--- config.mk ---
export PLATFORM = sky130hd
export DESIGN_NAME = system_clock_tree_control
export DESIGN_NICKNAME = d
export VERILOG_FILES = /design/src/clock_tree_pkg.sv /design/src/system_clock_tree_control.sv /design/src/osc_edge_sync.sv /design/src/tick_divider.sv
export SDC_FILE = /design/constraint.sdc
export NUM_CORES = 1
export LEC_CHECK = 0
export BUFFER_PORTS_ARGS = -buffer_cell sky130_fd_sc_hd__buf_2
export CAP_MARGIN = 20
export CORE_UTILIZATION = 54
export DETAILED_ROUTE_END_ITERATION = 12
export PLACE_DENSITY = 0.77
export SYNTH_ARGS = -nofsm -noshare
export SYNTH_HDL_FRONTEND = slang
export SYNTH_SLANG_ARGS = --single-unit
--- constraint.sdc ---
create_clock -name clk_in -period 5.7 [get_ports clk_in]
set_clock_uncertainty 0.05 [all_clocks]
set_input_delay 0.285 -clock clk_in [delete_from_list [all_inputs] [get_ports clk_in]]
set_output_delay 0.285 -clock clk_in [all_outputs]
set_load 0.03 [all_outputs]
--- src/clock_tree_pkg.sv ---
// Shared constants and types of the system clock tree control block
package clock_tree_pkg;

	localparam int AXI_AW = 8;
	localparam int AXI_DW = 32;

	// Register byte offsets
	localparam logic [AXI_AW-1:0] OFS_SYSTEM_CTRL_ZERO = 8'h00;
	localparam logic [AXI_AW-1:0] OFS_OSC_ENABLE       = 8'h04;
	localparam logic [AXI_AW-1:0] OFS_SYSTEM_CTRL_TWO  = 8'h08;
	localparam logic [AXI_AW-1:0] OFS_FAST_INT_CTRL    = 8'h0c;
	localparam logic [AXI_AW-1:0] OFS_FAST_EXT_CTRL    = 8'h10;
	localparam logic [AXI_AW-1:0] OFS_STATUS           = 8'h14;

	// Field positions
	localparam int F_SRC_LO   = 0;
	localparam int F_CORE_LO  = 2;
	localparam int F_PER_LO   = 5;
	localparam int F_WAKE     = 0;
	localparam int F_FI_STBL  = 4;
	localparam int F_FE_MODE  = 0;
	localparam int F_FE_RANGE = 1;
	localparam int F_FE_DRIVE = 3;
	localparam int F_FE_WAIT  = 5;
	localparam int F_FE_STBL  = 7;
	localparam int F_ST_MODE  = 2;
	localparam int F_ST_HALT  = 4;

	// Root source codes
	localparam logic [1:0] SRC_FI = 2'h0;
	localparam logic [1:0] SRC_FE = 2'h1;
	localparam logic [1:0] SRC_SI = 2'h2;
	localparam logic [1:0] SRC_SE = 2'h3;

	// Oscillator input and enable indices
	localparam int OSC_FI    = 0;
	localparam int OSC_FE    = 1;
	localparam int OSC_SI    = 2;
	localparam int OSC_SE    = 3;
	localparam int OSC_R10K  = 4;
	localparam int OSC_R150K = 5;
	localparam int OSC_RADIO = 6;
	localparam int OSC_NUM   = 7;
	localparam int EN_NUM    = 6;

	// Reset values
	localparam logic [EN_NUM-1:0] OSC_ON_RST = 6'h31;
	localparam logic [3:0] FI_DIV_RST  = 4'h3;
	localparam logic [3:0] FI_DIV_MAX  = 4'h8;
	localparam logic [1:0] FE_WAIT_RST = 2'h2;

	// Stability counts in oscillator cycles
	localparam int FE_WAIT0 = 8192;
	localparam int FE_WAIT1 = 32768;
	localparam int FE_WAIT2 = 131072;
	localparam int FE_WAIT3 = 262144;
	localparam int FI_WAIT  = 64;

	localparam logic [1:0] RESP_OKAY   = 2'h0;
	localparam logic [1:0] RESP_SLVERR = 2'h2;

	typedef enum logic [1:0] {
		PM_ACTIVE,
		PM_SLEEP,
		PM_DEEP,
		PM_WAKE
	} power_mode_t;

endpackage

--- src/system_clock_tree_control.sv ---
// System clock tree control with AXI4-Lite register access
// Summary of operation
// RULE1: Fast internal clock is RC oscillator divided by 1,2,4,6,...,16.
// RULE2: Root clock picks one of four sources by select field.
// RULE3: Core bus clock is root clock divided by 2^n, n 0 to 7.
// RULE4: Peripheral bus clock is core clock divided by 2^n, n 0 to 3.
// RULE5: Sleep halts processor only; oscillators and peripherals keep running.
// RULE6: Deep-sleep halts processor and turns off both fast oscillators.
// RULE7: Deep-sleep leaves slow and RC oscillators as they were.
// RULE8: In deep-sleep bus clocks run only while selected source runs.
// RULE9: Wake select 1 forces fast internal clock as source on wake.
// RULE10: Wake select 0 holds processor until previous source is stable.
// RULE11: Software should pick fast internal clock or wake select first.
// RULE12: External mode 0 is resonator, 1 is digital clock input.
// RULE13: Clock input mode frees the second oscillator pin for general use.
// RULE14: Software sets crystal range code to match crystal frequency.
// RULE15: Fast external oscillator has four drive strength levels.
// RULE16: 10 kHz clock goes to watchdog and I/O interrupt filters.
// RULE17: 150 kHz clock goes to detector, comparator and I/O filters.
// RULE18: Dedicated 32MHz oscillator clocks the radio only.
// RULE19: Fast internal divider defaults to six after reset.
// RULE20: Fast internal RC oscillator runs at 48MHz before division.
// RULE21: Fast external stable after 8192/32768/131072/262144 counted cycles.
// RULE22: Source and prescaler changes never cut clock pulses short.
// RULE23: Never switch to a source that is not yet stable.
//
// Our own choices: the register addresses and the AXI4-Lite interface to the registers.
`timescale 1ns/1ns
module system_clock_tree_control
	import clock_tree_pkg::*;
#(
	parameter int FE_COUNT0 = FE_WAIT0,
	parameter int FE_COUNT1 = FE_WAIT1,
	parameter int FE_COUNT2 = FE_WAIT2,
	parameter int FE_COUNT3 = FE_WAIT3
) (
	input  wire logic                                 clk_in,
	input  wire logic                                 rst_in,
	input  wire logic [clock_tree_pkg::AXI_AW-1:0]    axi_awaddr_in,
	input  wire logic                                 axi_awvalid_in,
	output logic                                      axi_awready_out,
	input  wire logic [clock_tree_pkg::AXI_DW-1:0]    axi_wdata_in,
	input  wire logic [clock_tree_pkg::AXI_DW/8-1:0]  axi_wstrb_in,
	input  wire logic                                 axi_wvalid_in,
	output logic                                      axi_wready_out,
	output logic [1:0]                                axi_bresp_out,
	output logic                                      axi_bvalid_out,
	input  wire logic                                 axi_bready_in,
	input  wire logic [clock_tree_pkg::AXI_AW-1:0]    axi_araddr_in,
	input  wire logic                                 axi_arvalid_in,
	output logic                                      axi_arready_out,
	output logic [clock_tree_pkg::AXI_DW-1:0]         axi_rdata_out,
	output logic [1:0]                                axi_rresp_out,
	output logic                                      axi_rvalid_out,
	input  wire logic                                 axi_rready_in,
	input  wire logic                                 sleep_req_in,
	input  wire logic                                 deep_sleep_in,
	input  wire logic                                 wake_req_in,
	input  wire logic [clock_tree_pkg::OSC_NUM-1:0]   fast_pin_a,
	output logic                                      cpu_halt_out,
	output logic                                      root_tick_out,
	output logic                                      core_bus_tick_out,
	output logic                                      periph_bus_tick_out,
	output logic [clock_tree_pkg::EN_NUM-1:0]         osc_enable_out,
	output logic                                      fast_pin_a_digital_out,
	output logic                                      fast_pin_b_gpio_out,
	output logic [1:0]                                crystal_range_out,
	output logic [1:0]                                drive_strength_out,
	output logic                                      rc_10khz_tick_out,
	output logic                                      rc_150khz_tick_out,
	output logic                                      radio_tick_out
);
	import clock_tree_pkg::*;

	logic [OSC_NUM-1:0] rise;
	logic               fi_tick;
	logic               core_tick;
	logic [1:0]  src_sel_q, src_sel_d, act_q, act_d;
	logic [2:0]  core_pre_q, core_pre_d;
	logic [1:0]  per_pre_q, per_pre_d;
	logic [EN_NUM-1:0] osc_on_q, osc_on_d, en_q, en_d;
	logic        wake_sel_q, wake_sel_d;
	logic [3:0]  fi_div_q, fi_div_d;
	logic        fe_mode_q, fe_mode_d;
	logic [1:0]  fe_range_q, fe_range_d, fe_drive_q, fe_drive_d;
	logic [1:0]  fe_wait_q, fe_wait_d;
	logic [18:0] fe_cnt_q, fe_cnt_d, fe_target;
	logic [6:0]  fi_cnt_q, fi_cnt_d;
	logic        fe_st_q, fe_st_d, fi_st_q, fi_st_d;
	logic        si_st_q, si_st_d, se_st_q, se_st_d;
	logic [3:0]  st_vec, src_tick;
	logic        root_tick_q, root_tick_d, halt_q, halt_d;
	logic        root_ok, want_ok;
	power_mode_t pm_q, pm_d;
	logic [AXI_AW-1:0] aw_q, aw_d;
	logic [AXI_DW-1:0] wd_q, wd_d, rdata_q, rdata_d;
	logic        wst_q, wst_d, awh_q, awh_d, wh_q, wh_d;
	logic        bvalid_q, bvalid_d, rvalid_q, rvalid_d;
	logic [1:0]  bresp_q, bresp_d, rresp_q, rresp_d;
	logic        do_write;

	// RULE20 48 MHz RC input
	osc_edge_sync #(.N(OSC_NUM)) u_sync (
		.clk_in   (clk_in),
		.rst_in   (rst_in),
		.fast_pin_a   (fast_pin_a),
		.rise_out (rise)
	);

	// RULE1 fast internal divide
	tick_divider #(.W(5)) u_fi_div (
		.clk_in    (clk_in),
		.rst_in    (rst_in),
		.tick_in   (rise[OSC_FI]),
		.factor_in ((fi_div_q == 4'h0) ? 5'h01 : {fi_div_q, 1'b0}),
		.tick_out  (fi_tick)
	);

	// RULE3 core bus divide
	tick_divider #(.W(8)) u_core_div (
		.clk_in    (clk_in),
		.rst_in    (rst_in),
		.tick_in   (root_tick_q),
		.factor_in (8'h01 << core_pre_q),
		.tick_out  (core_tick)
	);

	// RULE4 peripheral bus divide
	tick_divider #(.W(4)) u_per_div (
		.clk_in    (clk_in),
		.rst_in    (rst_in),
		.tick_in   (core_tick),
		.factor_in (4'h1 << per_pre_q),
		.tick_out  (periph_bus_tick_out)
	);

	assign src_tick = {rise[OSC_SE], rise[OSC_SI], rise[OSC_FE], fi_tick};
	assign st_vec   = {se_st_q, si_st_q, fe_st_q, fi_st_q};
	assign root_ok  = st_vec[act_q];
	assign want_ok  = st_vec[src_sel_q];

	always_comb begin
		unique case (fe_wait_q)
			2'h0: fe_target = 19'(FE_COUNT0);
			2'h1: fe_target = 19'(FE_COUNT1);
			2'h2: fe_target = 19'(FE_COUNT2);
			2'h3: fe_target = 19'(FE_COUNT3);
		endcase
	end

	// Power mode, source switch, stability
	always_comb begin
		pm_d      = pm_q;
		act_d     = act_q;
		fe_cnt_d  = fe_cnt_q;
		fi_cnt_d  = fi_cnt_q;
		unique case (pm_q)
			PM_ACTIVE: if (sleep_req_in) pm_d = deep_sleep_in ? PM_DEEP : PM_SLEEP;
			PM_SLEEP:  if (wake_req_in) pm_d = PM_ACTIVE;
			PM_DEEP:   if (wake_req_in) pm_d = PM_WAKE;
			// RULE10 hold until source stable
			PM_WAKE:   if (act_q == src_sel_q && root_ok) pm_d = PM_ACTIVE;
		endcase
		// RULE5 sleep keeps oscillators
		en_d = osc_on_q;
		// RULE6 fast oscillators off
		if (pm_d == PM_DEEP) begin
			en_d[OSC_FI] = 1'b0;
			en_d[OSC_FE] = 1'b0;
		end
		// RULE7 slow oscillators untouched
		en_d[EN_NUM-1:OSC_SI] = osc_on_q[EN_NUM-1:OSC_SI];
		halt_d = (pm_d != PM_ACTIVE);
		// RULE21 count external cycles
		if (!en_q[OSC_FE]) fe_cnt_d = '0;
		else if (rise[OSC_FE] && !fe_st_q) fe_cnt_d = fe_cnt_q + 19'h1;
		fe_st_d = en_q[OSC_FE] && (fe_st_q || fe_cnt_q >= fe_target);
		if (!en_q[OSC_FI]) fi_cnt_d = '0;
		else if (rise[OSC_FI] && !fi_st_q) fi_cnt_d = fi_cnt_q + 7'h1;
		fi_st_d = en_q[OSC_FI] && (fi_st_q || fi_cnt_q >= 7'(FI_WAIT));
		si_st_d = en_q[OSC_SI] && (si_st_q || rise[OSC_SI]);
		se_st_d = en_q[OSC_SE] && (se_st_q || rise[OSC_SE]);
		// RULE23 switch only to a stable source
		// RULE22 switch on an old-source tick
		if (src_sel_q != act_q && want_ok && (src_tick[act_q] || !root_ok))
			act_d = src_sel_q;
		// RULE2 RULE8 root tick from running selected source
		root_tick_d = src_tick[act_q] && root_ok;
	end

	// Register bus
	always_comb begin
		aw_d = aw_q;
		wd_d = wd_q;
		wst_d = wst_q;
		awh_d = awh_q;
		wh_d = wh_q;
		bvalid_d = bvalid_q;
		bresp_d = bresp_q;
		rvalid_d = rvalid_q;
		rresp_d = rresp_q;
		rdata_d = rdata_q;
		src_sel_d = src_sel_q;
		core_pre_d = core_pre_q;
		per_pre_d = per_pre_q;
		osc_on_d = osc_on_q;
		wake_sel_d = wake_sel_q;
		fi_div_d = fi_div_q;
		fe_mode_d = fe_mode_q;
		fe_range_d = fe_range_q;
		fe_drive_d = fe_drive_q;
		fe_wait_d = fe_wait_q;
		if (axi_awvalid_in && axi_awready_out) begin
			aw_d = axi_awaddr_in;
			awh_d = 1'b1;
		end
		if (axi_wvalid_in && axi_wready_out) begin
			wd_d = axi_wdata_in;
			wst_d = axi_wstrb_in[0];
			wh_d = 1'b1;
		end
		do_write = awh_q && wh_q && !bvalid_q;
		if (do_write) begin
			awh_d = 1'b0;
			wh_d = 1'b0;
			bvalid_d = 1'b1;
			bresp_d = RESP_OKAY;
			unique case (aw_q)
				OFS_SYSTEM_CTRL_ZERO: if (wst_q) begin
					src_sel_d = wd_q[F_SRC_LO +: 2];
					core_pre_d = wd_q[F_CORE_LO +: 3];
					per_pre_d = wd_q[F_PER_LO +: 2];
				end
				OFS_OSC_ENABLE: if (wst_q) osc_on_d = wd_q[EN_NUM-1:0];
				OFS_SYSTEM_CTRL_TWO: if (wst_q) wake_sel_d = wd_q[F_WAKE];
				OFS_FAST_INT_CTRL:
					if (wst_q && wd_q[3:0] <= FI_DIV_MAX) fi_div_d = wd_q[3:0];
				// RULE12 RULE15 settings frozen while running
				OFS_FAST_EXT_CTRL: if (wst_q && !osc_on_q[OSC_FE]) begin
					fe_mode_d = wd_q[F_FE_MODE];
					fe_range_d = wd_q[F_FE_RANGE +: 2];
					fe_drive_d = wd_q[F_FE_DRIVE +: 2];
					fe_wait_d = wd_q[F_FE_WAIT +: 2];
				end
				OFS_STATUS: ;
				default: bresp_d = RESP_SLVERR;
			endcase
		end
		if (bvalid_q && axi_bready_in) bvalid_d = 1'b0;
		// RULE9 force fast internal source on wake
		if (pm_q == PM_DEEP && wake_req_in && wake_sel_q) src_sel_d = SRC_FI;
		if (axi_arvalid_in && axi_arready_out) begin
			rvalid_d = 1'b1;
			rresp_d = RESP_OKAY;
			rdata_d = '0;
			unique case (axi_araddr_in)
				OFS_SYSTEM_CTRL_ZERO: begin
					rdata_d[F_SRC_LO +: 2] = src_sel_q;
					rdata_d[F_CORE_LO +: 3] = core_pre_q;
					rdata_d[F_PER_LO +: 2] = per_pre_q;
				end
				OFS_OSC_ENABLE: rdata_d[EN_NUM-1:0] = osc_on_q;
				OFS_SYSTEM_CTRL_TWO: rdata_d[F_WAKE] = wake_sel_q;
				OFS_FAST_INT_CTRL: begin
					rdata_d[3:0] = fi_div_q;
					rdata_d[F_FI_STBL] = fi_st_q;
				end
				OFS_FAST_EXT_CTRL: begin
					rdata_d[F_FE_MODE] = fe_mode_q;
					rdata_d[F_FE_RANGE +: 2] = fe_range_q;
					rdata_d[F_FE_DRIVE +: 2] = fe_drive_q;
					rdata_d[F_FE_WAIT +: 2] = fe_wait_q;
					rdata_d[F_FE_STBL] = fe_st_q;
				end
				OFS_STATUS: begin
					rdata_d[F_SRC_LO +: 2] = act_q;
					rdata_d[F_ST_MODE +: 2] = pm_q;
					rdata_d[F_ST_HALT] = halt_q;
				end
				default: rresp_d = RESP_SLVERR;
			endcase
		end else if (rvalid_q && axi_rready_in) begin
			rvalid_d = 1'b0;
		end
	end

	always_ff @(posedge clk_in or posedge rst_in) begin
		if (rst_in) begin
			pm_q <= PM_ACTIVE;
			act_q <= SRC_FI;
			en_q <= OSC_ON_RST;
			halt_q <= 1'b0;
			fe_cnt_q <= '0;
			fi_cnt_q <= '0;
			fe_st_q <= 1'b0;
			fi_st_q <= 1'b0;
			si_st_q <= 1'b0;
			se_st_q <= 1'b0;
			root_tick_q <= 1'b0;
			aw_q <= '0;
			wd_q <= '0;
			wst_q <= 1'b0;
			awh_q <= 1'b0;
			wh_q <= 1'b0;
			bvalid_q <= 1'b0;
			bresp_q <= RESP_OKAY;
			rvalid_q <= 1'b0;
			rresp_q <= RESP_OKAY;
			rdata_q <= '0;
			src_sel_q <= SRC_FI;
			core_pre_q <= '0;
			per_pre_q <= '0;
			osc_on_q <= OSC_ON_RST;
			wake_sel_q <= 1'b0;
			// RULE19 divide by six at reset
			fi_div_q <= FI_DIV_RST;
			fe_mode_q <= 1'b0;
			fe_range_q <= '0;
			fe_drive_q <= '0;
			fe_wait_q <= FE_WAIT_RST;
		end else begin
			pm_q <= pm_d;
			act_q <= act_d;
			en_q <= en_d;
			halt_q <= halt_d;
			fe_cnt_q <= fe_cnt_d;
			fi_cnt_q <= fi_cnt_d;
			fe_st_q <= fe_st_d;
			fi_st_q <= fi_st_d;
			si_st_q <= si_st_d;
			se_st_q <= se_st_d;
			root_tick_q <= root_tick_d;
			aw_q <= aw_d;
			wd_q <= wd_d;
			wst_q <= wst_d;
			awh_q <= awh_d;
			wh_q <= wh_d;
			bvalid_q <= bvalid_d;
			bresp_q <= bresp_d;
			rvalid_q <= rvalid_d;
			rresp_q <= rresp_d;
			rdata_q <= rdata_d;
			src_sel_q <= src_sel_d;
			core_pre_q <= core_pre_d;
			per_pre_q <= per_pre_d;
			osc_on_q <= osc_on_d;
			wake_sel_q <= wake_sel_d;
			fi_div_q <= fi_div_d;
			fe_mode_q <= fe_mode_d;
			fe_range_q <= fe_range_d;
			fe_drive_q <= fe_drive_d;
			fe_wait_q <= fe_wait_d;
		end
	end

	assign axi_awready_out = !awh_q;
	assign axi_wready_out = !wh_q;
	assign axi_bvalid_out = bvalid_q;
	assign axi_bresp_out = bresp_q;
	assign axi_arready_out = !rvalid_q;
	assign axi_rvalid_out = rvalid_q;
	assign axi_rresp_out = rresp_q;
	assign axi_rdata_out = rdata_q;
	assign cpu_halt_out = halt_q;
	assign root_tick_out = root_tick_q;
	assign core_bus_tick_out = core_tick;
	assign osc_enable_out = en_q;
	// RULE12 RULE13 pin roles follow mode
	assign fast_pin_a_digital_out = fe_mode_q;
	assign fast_pin_b_gpio_out = fe_mode_q;
	assign crystal_range_out = fe_range_q;
	// RULE15 drive level to oscillator
	assign drive_strength_out = fe_drive_q;
	// RULE16 RULE17 RULE18 dedicated clocks
	assign rc_10khz_tick_out = rise[OSC_R10K];
	assign rc_150khz_tick_out = rise[OSC_R150K];
	assign radio_tick_out = rise[OSC_RADIO];

	a_sleep_keeps_osc: assert property (@(posedge clk_in) disable iff (rst_in) // RULE5
		pm_q == PM_SLEEP |-> en_q == $past(osc_on_q) && halt_q)
		else $error("sleep changed an oscillator enable");
	a_deep_fast_off: assert property (@(posedge clk_in) disable iff (rst_in) // RULE6
		pm_q == PM_DEEP |-> !en_q[OSC_FI] && !en_q[OSC_FE] && halt_q)
		else $error("fast oscillator on in deep sleep");
	a_deep_slow_kept: assert property (@(posedge clk_in) disable iff (rst_in) // RULE7
		pm_q == PM_DEEP |->
			en_q[EN_NUM-1:OSC_SI] == $past(osc_on_q[EN_NUM-1:OSC_SI]))
		else $error("slow oscillator changed in deep sleep");
	a_root_needs_run: assert property (@(posedge clk_in) disable iff (rst_in) // RULE8
		root_tick_q |-> $past(root_ok))
		else $error("root tick from a source that is not running");
	a_root_from_src: assert property (@(posedge clk_in) disable iff (rst_in) // RULE2
		root_tick_q |-> $past(src_tick[act_q]))
		else $error("root tick without a tick of the active source");
	a_switch_stable: assert property (@(posedge clk_in) disable iff (rst_in) // RULE23
		$changed(act_q) |-> $past(want_ok) && act_q == $past(src_sel_q))
		else $error("switched to an unstable source");
	a_wake_forces_fi: assert property (@(posedge clk_in) disable iff (rst_in) // RULE9
		pm_q == PM_DEEP && wake_req_in && wake_sel_q |=> src_sel_q == SRC_FI)
		else $error("wake did not select fast internal clock");
	a_wake_holds_cpu: assert property (@(posedge clk_in) disable iff (rst_in) // RULE10
		pm_q == PM_WAKE && !(act_q == src_sel_q && root_ok) |=> halt_q)
		else $error("processor released before source stable");
	a_fe_stable_count: assert property (@(posedge clk_in) disable iff (rst_in) // RULE21
		$rose(fe_st_q) |-> $past(fe_cnt_q) >= $past(fe_target))
		else $error("external stable flag set too early");

endmodule

--- src/osc_edge_sync.sv ---
// Synchroniser and rising-edge tick for each oscillator input
`timescale 1ns/1ns
module osc_edge_sync #(
	parameter int N = 7
) (
	input  wire logic         clk_in,
	input  wire logic         rst_in,
	input  wire logic [N-1:0] fast_pin_a,
	output logic      [N-1:0] rise_out
);
	logic [N-1:0] meta_q;
	logic [N-1:0] sync_q;
	logic [N-1:0] last_q;
	logic [N-1:0] rise_d;
	logic [N-1:0] rise_q;

	genvar i;
	generate
		for (i = 0; i < N; i++) begin : g_bit
			always_comb begin
				rise_d[i] = sync_q[i] & ~last_q[i];
			end
			always_ff @(posedge clk_in or posedge rst_in) begin
				if (rst_in) begin
					meta_q[i] <= 1'b0;
					sync_q[i] <= 1'b0;
					last_q[i] <= 1'b0;
					rise_q[i] <= 1'b0;
				end else begin
					meta_q[i] <= fast_pin_a[i];
					sync_q[i] <= meta_q[i];
					last_q[i] <= sync_q[i];
					rise_q[i] <= rise_d[i];
				end
			end
		end
	endgenerate

	assign rise_out = rise_q;
endmodule

--- src/tick_divider.sv ---
// Programmable divider of a tick stream, new factor taken at wrap only
`timescale 1ns/1ns
module tick_divider #(
	parameter int W = 8
) (
	input  wire logic         clk_in,
	input  wire logic         rst_in,
	input  wire logic         tick_in,
	input  wire logic [W-1:0] factor_in,
	output logic              tick_out
);
	logic [W-1:0] count_q;
	logic [W-1:0] count_d;
	logic [W-1:0] factor_q;
	logic [W-1:0] factor_d;
	logic         tick_q;
	logic         tick_d;
	logic [W:0]   next_cnt;

	always_comb begin
		count_d  = count_q;
		factor_d = factor_q;
		tick_d   = 1'b0;
		next_cnt = {1'b0, count_q} + {{W{1'b0}}, 1'b1};
		if (tick_in) begin
			if (next_cnt >= {1'b0, factor_q}) begin
				count_d  = '0;
				tick_d   = 1'b1;
				factor_d = factor_in;
			end else begin
				count_d = next_cnt[W-1:0];
			end
		end
	end

	always_ff @(posedge clk_in or posedge rst_in) begin
		if (rst_in) begin
			count_q  <= '0;
			factor_q <= '0;
			tick_q   <= 1'b0;
		end else begin
			count_q  <= count_d;
			factor_q <= factor_d;
			tick_q   <= tick_d;
		end
	end

	assign tick_out = tick_q;
endmodule

### Word level (Yosys, flattened, before mapping)

Index checks and enable logic that the tools add are counted.

| word-level totals | value |
|---|---|
| register bits | 164 |
| input bits | 69 |
| output and inout bits | 60 |
| logic and storage cells | 223 |

| cells by class | value |
|---|---|
| add/subtract/negate cells | 5 |
| magnitude comparators | 8 |
| equal/unequal tests | 21 |
| shift-type cells | 2 |
| muxes and demuxes | 47 |
| bitwise operators | 14 |
| reduce and logical (&&, ||, !) cells | 58 |

Operator list:

| kind | number |
|---|---|
| $pmux W19 S4 | 1 |
| $mux W19 | 2 |
| $eq A8 B4 Y1 const B | 4 |
| $eq A8 B5 Y1 const B | 4 |
| $mux W2 | 12 |
| $logic_and A1 B1 Y1 | 21 |
| $pmux W4 S5 | 1 |
| $add A19 B1 Y19 const B | 1 |
| $ge A19 B19 Y1 | 1 |
| $mux W1 | 18 |
| $reduce_and A3 Y1 | 6 |
| $eq A8 B3 Y1 const B | 2 |
| $logic_not A8 Y1 | 2 |
| $reduce_bool A2 Y1 | 8 |
| $mux W7 | 2 |
| $reduce_or A6 Y1 | 2 |
| $eq A2 B2 Y1 const B | 5 |
| $mux W5 | 2 |
| $add A8 B1 Y9 const B | 1 |
| $ge A9 B8 Y1 | 1 |
| $logic_not A1 Y1 | 8 |
| $mux W8 | 1 |
| $pmux W2 S4 | 1 |
| $shl A1 B3 Y8 const A | 1 |
| other kinds (24) | 48 |

### Depth between registers and ports, before layout

| logic depth | value |
|---|---|
| word-level depth | 7 |
| mapped depth | 13 |
| mapped depth without buffers | 10 |

### Modules after synthesis

A second synthesis with hierarchy kept.

| second synthesis, totals | value |
|---|---|
| cells, all modules | 701 |
| area, all modules | 7,993.9 µm² |

Modules (own cells, without submodules):

| module | times used | cells each | area an instance (µm²) | sequential area each (µm²) |
|---|---|---|---|---|
| system_clock_tree_control | 1 | 448 | 4,919.7 | 2,438.6 |
| tick_divider (u_core_div) | 1 | 108 | 1,059.8 | 425.4 |
| osc_edge_sync | 1 | 36 | 800.8 | 700.7 |
| tick_divider (u_fi_div) | 1 | 58 | 635.6 | 275.3 |
| tick_divider (u_per_div) | 1 | 51 | 578.1 | 225.2 |

### Least setup slack after synthesis

Ideal clock, no wire load.

| path | value |
|---|---|
| kind | register to register |
| start point | register u_core_div.count_q[0] |
| end point | register u_core_div.factor_q[0] |
| library setup time | 0.122 ns |
| arrival | 2.743 ns |
| data required time | 5.528 ns |
| setup slack | 2.785 ns |
| cell stages (with the launch flop) | 14 |
| buffers on the path | 3 |
| clock period less this slack | 2.915 ns |
| path through | dfrtp_1 > ha_1 > nand3_1 > nor2_1 > xor2_1 > ha_1 > o21ai_0 > nor2_1 > and4_1 > clkbuf_1 > or3_1 > clkbuf_1 > buf_2 > a32o_1 |

| between the ends | value |
|---|---|
| cells in the longest elaborated chain, start to end | 3 |

RTL lines:

| what | line | source |
|---|---|---|
| from (decl) | tick_divider.sv:12 | `logic [W-1:0] count_q;` |
| from (signal assigned) | tick_divider.sv:42 | `count_q <= count_d;` |
| $add A8 B1 Y9 | tick_divider.sv:24 | `next_cnt = {1'b0, count_q} + {{W{1'b0}}, 1'b1};` |
| $ge A9 B8 Y1 | tick_divider.sv:26 | `if (next_cnt >= {1'b0, factor_q}) begin` |
| $reduce_and A2 Y1 (no source line) | - |  |
| to (signal assigned) | tick_divider.sv:43 | `factor_q <= factor_d;` |
| to (decl) | tick_divider.sv:14 | `logic [W-1:0] factor_q;` |

No other way between the ends.
A chain may end at the register's enable or synchronous reset.

### Worst setup path in the final report

| path | value |
|---|---|
| start point | register u_core_div.count_q[0] |
| end point | register u_core_div.factor_q[3] |

Same word-level chain as after synthesis.

==> flow_summary.ini <==
[synthesis]
postSynthCellCount = 656
avgSynthCellArea_sq_um = 11.58
synth_fa_ha_area_share_pct = 4.448
synth_mux_area_share_pct = 10.69
ys_types = 54
synth_enable_flop_cells = 0
synthSimpleGateAreaFrac_pct = 13.33
synth_top_family_by_area = simple AND/OR/NAND/NOR gates
synth_xor_area_share_pct = 3.806
yosysWarnings = 0
synth_seq_cells = 162
syn-cell-area_sq_mm = 0.007595
synthArstFlopShare_pct = 100.0
yosys_most_used_dff = dfrtp_1
ys_seq_area_share_pct = 53.53
synth-compound-area-share_pct = 8.254

[power]
max-vdd-ir-drop_v = 0.0002484
leakage_uw = 0.004010
powerDensity_mw_per_mm2 = 345.8
total_power_uw = 3008

[timing]
worst_pin_slew_ps = 816.3
fmax_mhz = 310.2
finalCriticalPeriod_ps = 3224
fin_tns_setup_ps = 0
final_max_slew_viol_count = 0
setup_ws_ps = 2476
maxSlewHeadroom_pct = 45.52
report.final.hold_viol_count = 0
grt_setup_unrepaired = false
final-setup-viol-count = 0
min_period_over_period_pct = 56.56

[place]
gp_congestion = 0.8753
port_buffers = 74
place_ws_ps = 2502
place_hpwl_mm = 10.21
placed_area_sq_mm = 0.008020

[setup_path]
cp-end-kind = flop
crit_type = reg2reg
worstPathArrival_ps = 3490
cp_max_fo = 14
cp-start-kind = flop
cp.required_ps = 5970
r2r_cells = 10

[clock_network]
path_clk_slew_ps = 60
cts_root_buf = clkbuf_16
postCtsSetupBuffers = 0
cts_tree = yes
clock-sinks = 162
cts_buffer_depth = 2
cts_resized = 0
htree_levels = 4
cts_hold_buf = 9
numCtsBuffers = 17
worst_skew_pair.late_latency_ps = 430

[run]
maxCapViolCount = 0

[route]
first_pass_iters = 4
antenna_left = 0
vias_per_cell = 5.493
drc = 0
drt_iter0_markers = 305
wirelength_mm = 14.73
wl_per_cell_microns = 15.85
vias = 5103

[cells_and_area]
seq_area_sq_mm = 0.004065
antenna_cells = 0
final_core_util_pct = 64.66
layout-drive-gt1-share_pct = 23.90
fin_area_sq_mm = 0.008698
filler_cell_count = 1034
multiInputGateArea_sq_mm = 0.003176
area_delta_synth_final_pct = 14.53
final_nets = 837

[die]
die_area_sq_mm = 0.01454
die-width_microns = 120.6
core_area_sq_mm = 0.01345
rows = 42
initial_utilization_pct = 56.45
die_y_microns = 120.6
ioPinCount = 129

[outcome]
status = finished, final reports clean

[global_route]
overflow = 0
grt_start_max_net_pins = 113
grt_pass1_wl_mm = 24.78
grt_pass1_vias = 5137
grt_antenna_before_repair = 0
grtUsageTotal_pct = 22.19

[min_path]
hold_path_depth = 2
hold_class = in2reg
## metrics by stage
step                      instances  hold slack (ps)
after floorplan                 681            266.4
after global placement          887            282.0
after detailed placement        887            284.7
after CTS                       927            7.921
after global routing            929            13.52
final                           929            24.21
## worst paths after layout
check	slack (ps)	start	endpoint
worst max register to register	2480	u_core_div.count_q[0]	u_core_div.factor_q[3]
worst min-delay path	20	axi_awvalid_in	awh_q
max in group asynchronous	4480	rst_in	u_sync.rise_out[0]
worst max-delay path	2480	u_core_div.count_q[0]	u_core_div.factor_q[3]
worst min register to register	300	u_sync.meta_q[0]	u_sync.sync_q[0]
min in group asynchronous	270	rst_in	u_sync.rise_out[6]
## placed cells by master (no fill, tap or decap), drive strengths merged, types with 12 or more instances in the layout
cell	Yosys	final
nor2b	22	22
nand3	17	17
xnor2	25	25
clkbuf	17	19
dfrtp	153	153
o21ai	21	21
buf	28	76
mux2	49	49
inv	47	47
nor2	37	37
nand2	34	34
a21oi	19	19
ha	27	27
a32o	12	12
conb	1	26
## logic make-up after synthesis
kind of cell / after synthesis
flops: 162
other cells: 1
fa+ha+maj: 27
compound gates: 92
simple gates: 184
mux: 65
buf+inv: 92
xor+xnor: 33
## sequential cells by signal, summed over array words and instances, names as in the netlist, 7 cells and up
signal	cells
aw_q	8
axi_rdata_out	8
u_core_div.count_q	8
u_sync.meta_q	7
u_core_div.factor_q	8
wd_q	7
u_sync.last_q	7
fi_cnt_q	7
fe_cnt_q	19
u_sync.sync_q	7
u_sync.rise_out	7
## worst max-delay path, cell delays in order (launching register included)
cell and delay, ps:
dfrtp_1 440, ha_1 260, nand3_1 200, nor2_1 260, xor2_1 190, ha_1 260, a211oi_1 240, nand2_1 70
a21o_1 250, or3_1 570, a32o_1 320
## layer usage
metal,GRT usage [%],part of all wire [%],vias to the layer above
met2,36.17,49,137
met5,0,0,-
met3,4.764,4.6,27
met4,9.645,1.9,0
li1,-,-,2429
met1,28.70,44,2510
## power breakdown
part	leakage [uW]	internal [uW]	switching [uW]
Combinational	0.00166	212	275
Sequential	0.00209	1290	152
Clock	0.000268	635	441
Total	0.00401	2140	869
## synthesized netlist by cell type (all sizes together) (9+ instances only)
cell type | number | area share, %
buf | 28 | 2.7
dfrtp | 153 | 50
nor2 | 37 | 1.8
nand3 | 17 | 1.1
and2 | 10 | 0.82
a32o | 12 | 1.6
nand2b | 11 | 0.91
dfstp | 9 | 3.1
nand2 | 34 | 1.7
inv | 47 | 2.3
clkbuf | 17 | 0.84
o21ai | 21 | 1.4
o22ai | 10 | 0.82
mux2 | 49 | 7.3
a21oi | 19 | 1.3
ha | 27 | 4.4
xnor2 | 25 | 2.9
nor2b | 22 | 1.8
nand4 | 9 | 0.74
nor3 | 11 | 0.72
## area by class of cell
type	instances	share of cell area, %
Sequential cell	162	46.73
Multi-Input combinational cell	427	36.51
Timing Repair Buffer	86	5.811
Clock buffer	19	4.977
Tap cell	176	2.532
Inverter	47	2.086
Clock inverter	12	1.352
(Power assumes the default switching activity.)
